<file path="src/gpcfg_pkg.sv">
// package for the pin setup register block
// assumes a 32-bit word bus with byte addresses
package gpcfg_pkg;

  // register byte addresses
  localparam logic [11:0] GPCFG_PIN27_SETUP_OFS = 12'h076C;
  localparam logic [11:0] GPCFG_PIN28_SETUP_OFS = 12'h0770;
  localparam logic [11:0] GPCFG_PIN29_SETUP_OFS = 12'h0774;
  localparam logic [11:0] GPCFG_PIN30_SETUP_OFS = 12'h0778;
  localparam int unsigned GPCFG_FIRST_PIN       = 27;

  // field positions
  localparam int unsigned GPCFG_DIR_BIT    = 0;
  localparam int unsigned GPCFG_INBUF_BIT  = 1;
  localparam int unsigned GPCFG_PULL_LSB   = 2;
  localparam int unsigned GPCFG_DRIVE_LSB  = 8;
  localparam int unsigned GPCFG_SENSE_LSB  = 16;

  // writable bits and reset value
  localparam logic [31:0] GPCFG_WR_MASK    = 32'h0003_070F;
  localparam logic [31:0] GPCFG_RESET_VAL  = 32'h0000_0002;

  // pull encodings
  localparam logic [1:0] GPCFG_PULL_NONE = 2'h0;
  localparam logic [1:0] GPCFG_PULL_DOWN = 2'h1;
  localparam logic [1:0] GPCFG_PULL_UP   = 2'h3;

  // sense encodings
  localparam logic [1:0] GPCFG_SENSE_OFF  = 2'h0;
  localparam logic [1:0] GPCFG_SENSE_HIGH = 2'h2;
  localparam logic [1:0] GPCFG_SENSE_LOW  = 2'h3;

  // drive strength combinations
  typedef enum logic [2:0] {
    standard_low_standard_high = 3'h0,
    strong_low_standard_high   = 3'h1,
    standard_low_strong_high   = 3'h2,
    strong_low_strong_high     = 3'h3,
    open_low_standard_high     = 3'h4,
    open_low_strong_high       = 3'h5,
    standard_low_open_high     = 3'h6,
    strong_low_open_high       = 3'h7
  } gpcfg_drive_t;

endpackage : gpcfg_pkg

</file>
<file path="src/gpcfg_regs.sv">
// pin setup registers for pins 27 to 30, AHB-Lite slave
// assumes a single AHB-Lite master and synchronous pin inputs
// What this block does
// - direction bit is the matching port direction bit; 0 input, 1 output
// - input buffer bit 0 connects, 1 disconnects and stops sampling
// - drive 0..3: standard/strong low and high combinations
// - drive 4,5: low not driven, high standard or strong
// - drive 6,7: high not driven, low standard or strong
// - sense field: 0 off, 2 senses high, 3 senses low
`timescale 1ns/100ps
module gpcfg_regs
  import gpcfg_pkg::*;
#(
  parameter int unsigned NPINS = 4
)(
  input  wire logic             sys_clk,
  input  wire logic             reset,
  input  wire logic             hsel,
  input  wire logic [31:0]      haddr,
  input  wire logic [1:0]       htrans,
  input  wire logic             hwrite,
  input  wire logic [2:0]       hsize,
  input  wire logic [31:0]      hwdata,
  input  wire logic             hready,
  output wire logic [31:0]      hrdata,
  output wire logic             hreadyout,
  output wire logic             hresp,
  input  wire logic [NPINS-1:0] dir_in,
  input  wire logic [NPINS-1:0] port_out_val,
  input  wire logic [NPINS-1:0] pad_in,
  output wire logic [NPINS-1:0] dir_wr_en,
  output wire logic [NPINS-1:0] dir_wr_val,
  output wire logic [NPINS-1:0] pad_oe,
  output wire logic [NPINS-1:0] pad_out,
  output wire logic [NPINS-1:0] pad_strong,
  output wire logic [NPINS-1:0] pad_in_en,
  output wire logic [NPINS-1:0] sampled_in,
  output wire logic [NPINS-1:0] pull_down_en,
  output wire logic [NPINS-1:0] pull_up_en,
  output wire logic [NPINS-1:0] sense_req
);

  // ---------------------------------------------------------------
  // address decode
  // ---------------------------------------------------------------
  // maps a byte address onto a pin index, returns NPINS when unmapped
  function automatic logic [3:0] pin_index(input logic [31:0] addr);
    logic [31:0] rel;
    rel = addr - {20'h0_0000, GPCFG_PIN27_SETUP_OFS};
    if (addr[1:0] == 2'h0 && addr >= {20'h0_0000, GPCFG_PIN27_SETUP_OFS}
        && rel[31:2] < NPINS)
      pin_index = rel[5:2];
    else
      pin_index = 4'(NPINS);
  endfunction : pin_index

  // address phase capture
  logic       wr_pend_q;
  logic [3:0] wr_idx_q;
  logic [3:0] rd_idx_q;

  wire logic       addr_valid = hsel & htrans[1] & hready;
  wire logic [3:0] ap_idx     = pin_index(haddr);

  // captured address phase for the following data phase
  always_ff @(posedge sys_clk) begin
    if (reset) begin
      wr_pend_q <= 1'b0;
      wr_idx_q  <= 4'h0;
      rd_idx_q  <= 4'h0;
    end else begin
      wr_pend_q <= addr_valid & hwrite;
      if (addr_valid) begin
        wr_idx_q <= ap_idx;
        rd_idx_q <= ap_idx;
      end
    end
  end

  // ---------------------------------------------------------------
  // setup registers
  // ---------------------------------------------------------------
  logic [31:0] setup_q [NPINS];
  logic [31:0] rdata_q;
  wire  logic [31:0] read_word [NPINS];

  genvar gi;
  generate
    for (gi = 0; gi < NPINS; gi++) begin : g_pin
      wire logic hit = wr_pend_q & (wr_idx_q == 4'(gi));

      // one register per pin, unused bits held at zero
      always_ff @(posedge sys_clk) begin
        if (reset) begin
          setup_q[gi] <= GPCFG_RESET_VAL;
        end else if (hit) begin
          setup_q[gi] <= hwdata & GPCFG_WR_MASK;
        end
      end

      // direction bit aliases the port direction bit
      assign dir_wr_en[gi]  = hit;
      assign dir_wr_val[gi] = hwdata[GPCFG_DIR_BIT];
      assign read_word[gi]  = {setup_q[gi][31:1], dir_in[gi]};

      gpcfg_pin_decode u_dec (
        .setup_word   (read_word[gi]),
        .port_out_val (port_out_val[gi]),
        .pad_in       (pad_in[gi]),
        .pad_oe       (pad_oe[gi]),
        .pad_out      (pad_out[gi]),
        .pad_strong   (pad_strong[gi]),
        .pad_in_en    (pad_in_en[gi]),
        .sampled_in   (sampled_in[gi]),
        .pull_down_en (pull_down_en[gi]),
        .pull_up_en   (pull_up_en[gi]),
        .sense_req    (sense_req[gi])
      );
    end
  endgenerate

  // ---------------------------------------------------------------
  // read data
  // ---------------------------------------------------------------
  // unmapped words read zero
  wire logic [31:0] rd_sel = (ap_idx < 4'(NPINS)) ? read_word[ap_idx[1:0]] : 32'h0000_0000;

  // read word registered at the address phase
  always_ff @(posedge sys_clk) begin
    if (reset) begin
      rdata_q <= 32'h0000_0000;
    end else if (addr_valid & ~hwrite) begin
      rdata_q <= rd_sel;
    end
  end

  assign hrdata    = rdata_q;
  assign hreadyout = 1'b1;
  assign hresp     = 1'b0;

endmodule : gpcfg_regs

</file>
<file path="src/gpcfg_pin_decode.sv">
// decodes one pin setup register into pad controls
// assumes the register word comes straight from the register file
`timescale 1ns/100ps
module gpcfg_pin_decode
  import gpcfg_pkg::*;
(
  input  wire logic [31:0] setup_word,
  input  wire logic        port_out_val,
  input  wire logic        pad_in,
  output wire logic        pad_oe,
  output wire logic        pad_out,
  output wire logic        pad_strong,
  output wire logic        pad_in_en,
  output wire logic        sampled_in,
  output wire logic        pull_down_en,
  output wire logic        pull_up_en,
  output wire logic        sense_req
);

  // ---------------------------------------------------------------
  // field extraction
  // ---------------------------------------------------------------
  wire logic       dir_out  = setup_word[GPCFG_DIR_BIT];
  wire logic       buf_off  = setup_word[GPCFG_INBUF_BIT];
  wire logic [1:0] pull_sel = setup_word[GPCFG_PULL_LSB +: 2];
  wire logic [2:0] drv_sel  = setup_word[GPCFG_DRIVE_LSB +: 3];
  wire logic [1:0] sns_sel  = setup_word[GPCFG_SENSE_LSB +: 2];

  // ---------------------------------------------------------------
  // drive decode
  // ---------------------------------------------------------------
  // strength per level
  wire logic low_strong  = (drv_sel == strong_low_standard_high) |
                           (drv_sel == strong_low_strong_high) |
                           (drv_sel == strong_low_open_high);
  wire logic high_strong = (drv_sel == standard_low_strong_high) |
                           (drv_sel == strong_low_strong_high) |
                           (drv_sel == open_low_strong_high);
  wire logic low_open    = (drv_sel == open_low_standard_high) |
                           (drv_sel == open_low_strong_high);
  wire logic high_open   = (drv_sel == standard_low_open_high) |
                           (drv_sel == strong_low_open_high);

  assign pad_out    = port_out_val;
  assign pad_oe     = dir_out & (port_out_val ? ~high_open : ~low_open);
  assign pad_strong = port_out_val ? high_strong : low_strong;

  assign pad_in_en  = ~buf_off;
  assign sampled_in = pad_in & ~buf_off;

  assign pull_down_en = (pull_sel == GPCFG_PULL_DOWN);
  assign pull_up_en   = (pull_sel == GPCFG_PULL_UP);

  // level sense request, raw pin level
  assign sense_req = ((sns_sel == GPCFG_SENSE_HIGH) & pad_in) |
                     ((sns_sel == GPCFG_SENSE_LOW) & ~pad_in);

endmodule : gpcfg_pin_decode

</file>
<file path="config.mk">
export PLATFORM = sky130hd
export DESIGN_NAME = gpcfg_regs
export DESIGN_NICKNAME = d
export VERILOG_FILES = /design/src/gpcfg_pkg.sv /design/src/gpcfg_regs.sv /design/src/gpcfg_pin_decode.sv
export SDC_FILE = /design/constraint.sdc
export NUM_CORES = 1
export LEC_CHECK = 0
export ABC_AREA = 1
export BUFFER_PORTS_ARGS = -buffer_cell sky130_fd_sc_hd__buf_2
export CORE_ASPECT_RATIO = 1.25
export CORE_MARGIN = 4
export CORE_UTILIZATION = 23
export DETAILED_ROUTE_END_ITERATION = 10
export PLACE_DENSITY = 0.48
export SYNTH_ARGS = -nofsm -noshare
export SYNTH_HDL_FRONTEND = slang
export SYNTH_SLANG_ARGS = --single-unit
</file>
<file path="constraint.sdc">
create_clock -name sys_clk -period 2.5 [get_ports sys_clk]
set_input_delay 0.375 -clock sys_clk [delete_from_list [all_inputs] [get_ports sys_clk]]
set_output_delay 0.375 -clock sys_clk [all_outputs]
set_load 0.01 [all_outputs]
</file>
=== Word-level counts from Yosys, hierarchy flattened ===
Memory sizes are Yosys's and may differ from the RTL's.
Index checks and enable logic that the tools add are counted.

* Bits in registers: 37
* RAM bits: 36
* Input bits: 86
* Output and inout bits: 74
* Logic and storage cells: 165
* Memories: 1

* $add $sub $neg: 1
* Magnitude comparators: 4
* Equal/unequal tests: 47
* Multiplexer cells: 31
* Bitwise logic cells: 74
* Reduce and logical (&&, ||, !) cells: 4

{| class="wikitable"
|+ Memories
! name !! words !! bits a word !! rd ports !! clocked after Yosys merged registers in !! wr ports !! RTL line !! RTL
|-
| setup_q || 4 || 9 || 4 || 0 || 4 || gpcfg_regs.sv:83 || <nowiki>logic [31:0] setup_q [NPINS];</nowiki>
|}

{| class="wikitable"
|+ Operators by type and width
! operator !! count
|-
| $mux 32 || 3
|-
| $bmux 32 s2 || 1
|-
| $eq 3x3->1 const B || 16
|-
| $mux 9 || 4
|-
| $ge 32x11->1 const B || 1
|-
| $or 1x1->1 || 32
|-
| $sub 32x11->32 const B || 1
|-
| $lt 30x3->1 const B || 1
|-
| $and 1x1->1 || 24
|-
| $eq 2x2->1 const B || 12
|-
| $eq 3x2->1 const B || 8
|-
| $mux 1 || 22
|-
| $not 1->1 || 17
|-
| $eq 3x1->1 const B || 4
|-
| $eq 2x1->1 const B || 4
|-
| $eq 4x2->1 const B || 2
|-
| $eq 4x1->1 const B || 1
|-
| $logic_not 4->1 || 1
|-
| $lt 4x3->1 const B || 1
|-
| $mux 4 || 1
|-
| $ge 3x3->1 const B || 1
|-
| $not 2->3 || 1
|-
| $logic_and 1x1->1 || 2
|-
| $logic_not 2->1 || 1
|}

=== Logic depth before layout (Yosys ltp) ===
Gate-level depths: netlist of the first run.

* Depth after elaboration: 9
* Depth in mapped cells: 20
* Mapped depth without buffers: 19

=== Modules after synthesis ===
Synthesis of the first run repeated with hierarchy kept, for this count alone.

* Cell total of the unflattened synthesis: 713
* Area total of the unflattened synthesis: 4325.4 sq um

{| class="wikitable"
|+ Modules (own cells, without submodules)
! module !! times used !! cells each !! area an instance (sq um) !! sequential area each (sq um)
|-
| gpcfg_regs || 1 || 613 || 3910.0 || 1241.2
|-
| gpcfg_pin_decode || 4 || 25 || 103.8 || 0.0
|}

=== Worst setup path before layout of the first run ===
OpenSTA, ideal clock, no wires.

* Path type: input to register
* Start: input haddr[2]
* End: register rdata_q[0], in the netlist hrdata[0]
* Setup time: 69 ps
* Arrival time: 2124 ps
* Required time: 2431 ps
* Setup slack: 307 ps
* Stages on the path: 16
* Path buffers: 0
* Cell sequence: ha_1 > inv_1 > nand2_1 > nand3_2 > nand2_2 > nand2_2 > nand3_1 > nand2_1 > nand3_2 > nor3_4 > nand4_4 > nor2_1 > nand2_1 > nand2_1 > nand2_1 > a21oi_2

* Word-level cells in the longest chain between the ends: 9
* Elaborated cells between the ends (all ways): 12
* Those cells by class: 1 x add/sub; 3 x order compare; 5 x mux; 1 x bitwise; 2 x reduce/logical

{| class="wikitable"
|+ Ends and longest elaborated chain
! what !! RTL line !! RTL
|-
| start: declaration || gpcfg_regs.sv:19 || <nowiki>input wire logic [31:0] haddr,</nowiki>
|-
| $sub 32x11->32 or $ge 32x11->1 (tied branches) || gpcfg_regs.sv:49, gpcfg_regs.sv:50 ||
|-
| $lt 30x3->1 or $logic_and 1x1->1 (tied branches) || gpcfg_regs.sv:51, gpcfg_regs.sv:50 ||
|-
| $logic_and 1x1->1 || gpcfg_regs.sv:51 || <nowiki>&& rel[31:2] < NPINS)</nowiki>
|-
| $mux 4 * || gpcfg_regs.sv:50 || <nowiki>if (addr[1:0] == 2'h0 && addr >= {20'h0_0000, GPCFG_PIN27_SETUP_OFS}</nowiki>
|-
| $not 2->3 (not written as such) || gpcfg_regs.sv:126 || <nowiki>wire logic [31:0] rd_sel = (ap_idx < 4'(NPINS)) ? read_word[ap_idx[1:0]] : 32'h0000_0000;</nowiki>
|-
| $bmux 32 s2 || gpcfg_regs.sv:126 ||
|-
| $mux 32 (not written as such) (2 in series) || gpcfg_regs.sv:126 ||
|-
| $mux 32 * || gpcfg_regs.sv:126 ||
|-
| end signal: assignment || gpcfg_regs.sv:133 || <nowiki>rdata_q <= rd_sel;</nowiki>
|-
| end: declaration || gpcfg_regs.sv:84 || <nowiki>logic [31:0] rdata_q;</nowiki>
|}

Mark *: on every way between the ends. The rest lies on a longest branch, timed or not. The select of a mux whose other input is x is not followed.
A chain may end at the register's enable or synchronous reset.

=== Final worst setup path of the first run ===
* Start: input haddr[12]
* End: register rdata_q[2], in the netlist hrdata[2]

* Word-level cells in the longest chain between the ends: 9
* Elaborated cells between the ends (all ways): 12
* Those cells by class: 1 x add/sub; 3 x order compare; 5 x mux; 1 x bitwise; 2 x reduce/logical

{| class="wikitable"
|+ Ends and longest elaborated chain
! what !! RTL line
|-
| $sub 32x11->32 or $ge 32x11->1 (tied branches) || gpcfg_regs.sv:49, gpcfg_regs.sv:50
|-
| $lt 30x3->1 or $logic_and 1x1->1 (tied branches) || gpcfg_regs.sv:51, gpcfg_regs.sv:50
|-
| $logic_and 1x1->1 * || gpcfg_regs.sv:51
|-
| $mux 4 * || gpcfg_regs.sv:50
|-
| $not 2->3 (not written as such) || gpcfg_regs.sv:126
|-
| $bmux 32 s2 || gpcfg_regs.sv:126
|-
| $mux 32 (not written as such) (2 in series) || gpcfg_regs.sv:126
|-
| $mux 32 * || gpcfg_regs.sv:126
|}

Marks and branches as above.

==> results.json, run 1 <==
{
  "antenna_found_initial": 0,
  "vias": 4925,
  "cp.required_ps": 2660,
  "viasPerCell": 4.25,
  "synth_edf_count": 32,
  "die_w_um": 136,
  "drtIter0Drc": 308,
  "initial_core_util": 0.233,
  "status": "completed",
  "pre_cts_ws_ps": -208,
  "yosysSeqAreaShare": 0.265,
  "grt_pass1_vias": 4789,
  "core_area_sq_um": 20100,
  "area_growth_pct": 27.3,
  "netlist.top_cell.by_area": "edfxtp_1",
  "worst-r2r-setup-slack_ps": 850,
  "final-setup-viol-count": 0,
  "grt_pass1_wl_um": 24100,
  "drt-total-wl_um": 15700,
  "drive_above_1_share": 0.301,
  "grt_max_degree": 16,
  "cts_tree": "done",
  "reg2reg_to": "setup_q[0][4]$_SDFFCE_PN0P_",
  "drtPass1Iterations": 4,
  "clock_latency_ps": 290,
  "p_leak_nw": 2.93,
  "ys_seq_elements": 46,
  "drv_slew": 0,
  "port-buffer-count": 102,
  "antenna_left": 0,
  "syn_avg_cell_area_sq_um": 6.25,
  "dp_cells": 1145,
  "netlist_area_sq_um": 4690,
  "dpl_cell_area_sq_um": 5630,
  "crit_path_end_kind": "flip-flop",
  "synth.distinct_cells": 39,
  "ioPinCount": 160,
  "holdWs_ps": 338,
  "ff2ff_path_depth": 5,
  "cts_num_sinks": 46,
  "fin_crit_sh": 0.924,
  "die_area_sq_um": 22700,
  "drc": 0,
  "ir_drop_uv": 281,
  "setup_slack_ps": 191,
  "nets": 975,
  "crit_type": "primary input to flip-flop",
  "netlist_top_cells_area": "edfxtp_1 21%, nand2_1 15%, buf_4 11%",
  "finalClockSkew_ps": 7.78,
  "yosys.area.top_type_share": 0.205,
  "p_per_area_nw_per_um2": 352,
  "overflow": 0,
  "fin_cells": 1159,
  "final_area_sq_um": 5970,
  "path_clk_slew_ps": 60,
  "routabilityCongestion": 0.853,
  "r2r_start": "wr_idx_q[3]$_SDFFE_PP0P_",
  "die_h_um": 168,
  "grt.total_usage": 0.134,
  "rows": 58,
  "min_period_ps": 2310,
  "cts_buffer_depth": 2,
  "critPathArrivalTime_ps": 2470,
  "cap_violations": 0,
  "yosys_warnings": 0,
  "cts_max_level": 2,
  "path_max_fanout": 9,
  "start_kind": "primary input",
  "antenna_cells": 0,
  "fmax_mhz": 433,
  "critical_path.startpoint": "haddr[12]",
  "synth_flop_cell": "edfxtp_1",
  "wire_per_inst_um": 13.6,
  "hold_viol": 0,
  "dp_hpwl_um": 13100,
  "hold_class": "primary input to flip-flop",
  "synth_cells": 750,
  "cts_root_buffer": "clkbuf_16",
  "critPathCapture": "hrdata[2]$_SDFFE_PP0P_",
  "setup_tns_ps": 0,
  "async_reset_ff_frac": 0,
  "cts_buffers": 5
}
==> timing repair <==
item                       in CTS  in global routing
resized for setup               0                 34
setup endpoints to repair       0                 10
hold endpoints to repair        0                  0
setup buffers                   0                  3
hold buffers                    0                  0
==> registers in the layout, summed over array words and instances (netlist names) <==
register / flops
wr_pend_q: 1
wr_idx_q: 4
setup_q: 32
hrdata: 9
==> cells in the mapped netlist, types with 3 or more instances <==
cell type and number:
nand2_1 182, nor2_1 136, inv_1 99, nand3_1 70
buf_4 68, edfxtp_1 32, nand4_1 29, a21oi_1 14
dfxtp_1 14, nand2_2 14, o21ai_0 14, inv_2 10
nor2_4 9, nand3_2 7, a21oi_2 6, nor2_2 6
clkinv_1 3, nand3b_1 3, nor3_1 3, o31ai_1 3
xor2_1 3
==> routing by layer <==
metal | GRT usage | vias up | wire, um
met1 | 0.153 | 2203 | 6350
li1 | - | 2573 | -
met5 | 0 | - | 0
met2 | 0.255 | 121 | 8340
met4 | 0.0421 | 0 | 476
met3 | 0.0141 | 28 | 591
==> critical path: stages <==
cell     delay [ps]
buf_2           140
nor2_4          170
nand2_2         120
nor2_4          170
and2_1          200
nand2_1          80
nand2_1          60
nand2_1          50
nor2_1          140
nand3_2         150
nor3_4          180
buf_4           180
nand4_1          90
nand2_1         140
nand2_1          80
nand2_1          80
a21oi_2          50
==> worst min-delay path by stage <==
| stage | end | cells after the start | start |
|---|---|---|---|
| 4_1_cts | wr_pend_q$_SDFF_PP0_ | 3 | hwrite |
| 3_3_place_gp | wr_idx_q[3]$_SDFFE_PP0P_ | 2 | wr_idx_q[3]$_SDFFE_PP0P_ |
| 6_report | wr_pend_q$_SDFF_PP0_ | 3 | hwrite |
| 5_1_grt | wr_pend_q$_SDFF_PP0_ | 3 | hwrite |
| 3_5_place_dp | wr_idx_q[3]$_SDFFE_PP0P_ | 2 | wr_idx_q[3]$_SDFFE_PP0P_ |
| 2_1_floorplan | wr_idx_q[3]$_SDFFE_PP0P_ | 2 | wr_idx_q[3]$_SDFFE_PP0P_ |
==> report_power, final <==
group / total (mW) / switching (mW) / leakage, nW / internal, mW
sequential: 0.849 / 0.0161 / 0.429 / 0.833
clock: 0.761 / 0.288 / 0.0771 / 0.473
combinational: 0.491 / 0.305 / 2.43 / 0.186
==> cells by family after synthesis <==
logic type,Yosys count,synth area share
XOR/XNOR,3,0.00561
AO/OA/AOI/OAI,42,0.0534
adder cells (fa/ha/maj),1,0.00267
buffers and inverters,186,0.206
flip-flops,46,0.265
other,2,0.00160
AND/OR/NAND/NOR,470,0.466
==> metrics by stage <==
stage                     power, mW  utilization
final                          2.10        0.297
after CTS                      2.10        0.288
after global placement         1.34        0.280
after floorplan                1.17            -
after global routing           2.20        0.297
after detailed placement       1.34        0.280
==> layout make-up <==
| type | instances | area, sq um |
|---|---|---|
| Timing Repair Buffer | 179 | 1100 |
| Multi-Input combinational cell | 543 | 2700 |
| Clock inverter | 2 | 37.5 |
| Inverter | 113 | 425 |
| Sequential cell | 46 | 1240 |
| Tap cell | 270 | 338 |
| Fill cell | 2284 | 14100 |
| Clock buffer | 6 | 129 |
==> cell usage in the layout, fill, tap and decap left out, drive strengths merged <==
cell type	Yosys	routed
buf	72	179
o21ai	16	16
o31ai	3	3
edfxtp	32	32
bufinv	0	1
dfxtp	14	14
and2	2	2
nor2	151	151
ha	1	1
nand4	30	30
nor3	5	5
o211a	1	1
conb	2	25
a21oi	20	20
inv	109	109
o21a	1	1
nor4	2	2
nand3	78	79
clkinvlp	0	1
o21bai	1	1
clkbuf	1	6
nand3b	3	3
clkinv	4	4
or2	1	1
nand2	198	199
xor2	3	3
Note: power is estimated with default switching activity, not from simulation.
==> run 2: changes to the inputs <==
- ABC_AREA: 1 -> unset
- PLACE_DENSITY: 0.48 -> 0.5
==> run 2 against run 1 <==
Maximum frequency rose by 6.5%. Synthesized cell count decreased by 49%. Critical endpoint is now wr_idx_q[0]$_SDFFE_PP0P_. Setup slack gained 140 ps. Power down 12%. Sequential share of layout area increased by 8.7 points. Routed wire length is 39% lower. First-iteration DRC count decreased by 71%. Count of clock-buffer cells in the layout down 1.
==> results.json, run 2 <==
{
  "pre_cts_ws_ps": 51.7,
  "ys_seq_elements": 46,
  "cts_num_sinks": 46,
  "grt_max_degree": 20,
  "status": "completed",
  "post_cts_resized": 0,
  "synthMuxAreaShare": 0.0702,
  "synthSimpleGateAreaFrac": 0.288,
  "setup_tns_ps": 0,
  "drt-total-wl_um": 9690,
  "power_frac_clock": 0.365,
  "die_h_um": 148,
  "die_area_sq_um": 17800,
  "drtIter0Drc": 90,
  "synth_top_family_by_area": "simple AND/OR/NAND/NOR gates",
  "regMostFlops": "setup_q",
  "vias": 2850,
  "min_period_ps": 2170,
  "netlist_top_cells_count": "65 x buf_4, 36 x and2_1, 32 x edfxtp_1, 20 x nand2_1, 20 x nor2b_1",
  "cts_buffer_depth": 2,
  "initial_core_util": 0.233,
  "antenna_left": 0,
  "yosys_warnings": 0,
  "finalClockSkew_ps": 5.26,
  "max_slew.worst_pin.slew_ps": 596,
  "hold_viol": 0,
  "antenna_found_initial": 0,
  "ctsHoldBuffers": 0,
  "slowest_delay_ps": 510,
  "largest_reg_flops": 32,
  "final-setup-viol-count": 0,
  "grt_pass1_wl_um": 15100,
  "relSlewSlack": 0.599,
  "path_max_fanout": 5,
  "drc": 0,
  "fmax_mhz": 461,
  "cts_max_level": 2,
  "yosysMostFrequentCell": "buf_4",
  "synth_xor_area_frac": 0.0290,
  "ir_drop_uv": 262,
  "syn_avg_cell_area_sq_um": 9.50,
  "setup_slack_ps": 332,
  "cts_tree": "done",
  "cp.required_ps": 2700,
  "wire_per_inst_um": 14.5,
  "rsz0062_at_grt": "false",
  "cts_root_buffer": "clkbuf_16",
  "nets": 541,
  "area_growth_pct": 16.1,
  "final_cell_mix": "102 x buf_2, 36 x and2_1, 32 x edfxtp_1, 25 x conb_1",
  "port-buffer-count": 102,
  "crit_type": "primary input to flip-flop",
  "swShare": 0.268,
  "p_seq_frac": 0.460,
  "synth_flop_cell": "edfxtp_1",
  "yosysSeqAreaShare": 0.343,
  "die_w_um": 120,
  "yosys.area.top_type_share": 0.266,
  "grt.total_usage": 0.107,
  "path_clk_slew_ps": 60,
  "synth_cells": 381,
  "ioPinCount": 160,
  "drv_slew": 0,
  "drtPass1Iterations": 4,
  "cp_num_buf_inv": 1,
  "rows": 51,
  "synthAdderAreaFrac": 0.00346,
  "synth_compound_area_frac": 0.105,
  "crit_path_end_kind": "flip-flop",
  "synth_edf_count": 32,
  "switchingPower_uw": 494,
  "grt_pass1_vias": 2894,
  "cts_post_setup_buffers_inserted": 0,
  "p_per_area_nw_per_um2": 438,
  "hold_class": "primary input to flip-flop",
  "cts_buffers": 5,
  "routabilityCongestion": 0.816,
  "final_common_cell": "buf_2",
  "critPathArrivalTime_ps": 2370,
  "crit_slowest_cell": "or4b_1",
  "viasPerCell": 4.27,
  "dp_hpwl_um": 8370,
  "start_kind": "primary input",
  "netlist_area_sq_um": 3620,
  "fin_crit_sh": 0.867,
  "overflow": 0,
  "clock_latency_ps": 290,
  "crit_chain": "buf_2 > ha_1 > o211ai_1 > a21oi_2 > or4b_1 > a31oi_1 > nand4_1 > o31ai_1",
  "nFillCells": 1698,
  "antenna_cells": 0,
  "p_comb_frac": 0.175,
  "async_reset_ff_frac": 0,
  "drive_above_1_share": 0.323,
  "cap_violations": 0,
  "core_area_sq_um": 15500,
  "critical_path.top_delay_family": "compound AO/OA/AOI/OAI gates",
  "p_int_mw": 1.35,
  "p_leak_nw": 1.75,
  "holdWs_ps": 360,
  "synth.distinct_cells": 59,
  "netlist_top_cells_area": "edfxtp_1 27%, buf_4 13%, dfxtp_1 7.7%",
  "netlist.top_cell.by_area": "edfxtp_1"
}
[run 2: changes by cell type in the layout (fill, tap and decap cells not counted), moves of 12 or more]
cell     previous run  this run
nor2_4             12         0
buf_4              74        13
inv_1              99        14
nand3_1            66        10
nand2_2            20         0
nor2b_1             0        20
nand2_1           173        20
and2_1              2        36
nor2_1            129        15
nand4_1            29        14
[run 2: area by class of cell]
cell class / count / area (sq um) / share of cell area
clock buffer: 5 / 125 / 0.0298
timing repair buffer: 115 / 608 / 0.145
inverter: 14 / 52.6 / 0.0125
multi-input combinational: 272 / 1890 / 0.449
tap: 212 / 265 / 0.0631
clock inverter: 3 / 22.5 / 0.00536
sequential: 46 / 1240 / 0.295
[run 2: path summary, 6_finish.rpt]
check / from / to / slack (ps) / cells past startpoint
worst min-delay path: hwrite / wr_pend_q$_SDFF_PP0_ / 360 / 2
worst max-delay path: haddr[2] / wr_idx_q[0]$_SDFFE_PP0P_ / 330 / 8
worst min register to register: hrdata[2]$_SDFFE_PP0P_ / hrdata[2]$_SDFFE_PP0P_ / 440 / 2
worst max register to register: wr_idx_q[3]$_SDFFE_PP0P_ / setup_q[0][1]$_SDFFCE_PN1P_ / 560 / 5
[run 2: per-stage QoR]
step                cells  area (sq um)   util  power [mW]
floorplan             404          3700      -        1.11
global placement      659          4050  0.261        1.19
detailed placement    659          4050  0.261        1.19
CTS                   667          4200  0.271        1.86
global route          667          4200  0.271        1.93
finish                667          4200  0.271        1.84
[run 2: per-layer routing]
metal  vias to the layer above  track usage  share of wire
li1                       1420            -              -
met1                      1338        0.117           0.38
met2                        83        0.210           0.55
met3                         9       0.0171          0.056
met4                         0       0.0287          0.014
met5                         -            0              0
[run 2: logic make-up (layout without fill, tap and decap cells)]
family | count (synthesis) | in the layout
AND/OR/NAND/NOR | 164 | 164
multiplexers | 14 | 14
buffers and inverters | 86 | 137
adder cells (fa/ha/maj) | 1 | 1
AO/OA/AOI/OAI | 56 | 56
other | 2 | 25
flip-flops | 46 | 46
XOR/XNOR | 12 | 12
[run 2: power by group through the flow]
stage / combinational [mW] / clock (mW) / sequential (mW)
finish: 0.322 / 0.672 / 0.847
global route: 0.357 / 0.721 / 0.849
CTS: 0.327 / 0.688 / 0.847
detailed placement: 0.325 / 0 / 0.864
global placement: 0.323 / 0 / 0.863
floorplan: 0.249 / 0 / 0.856
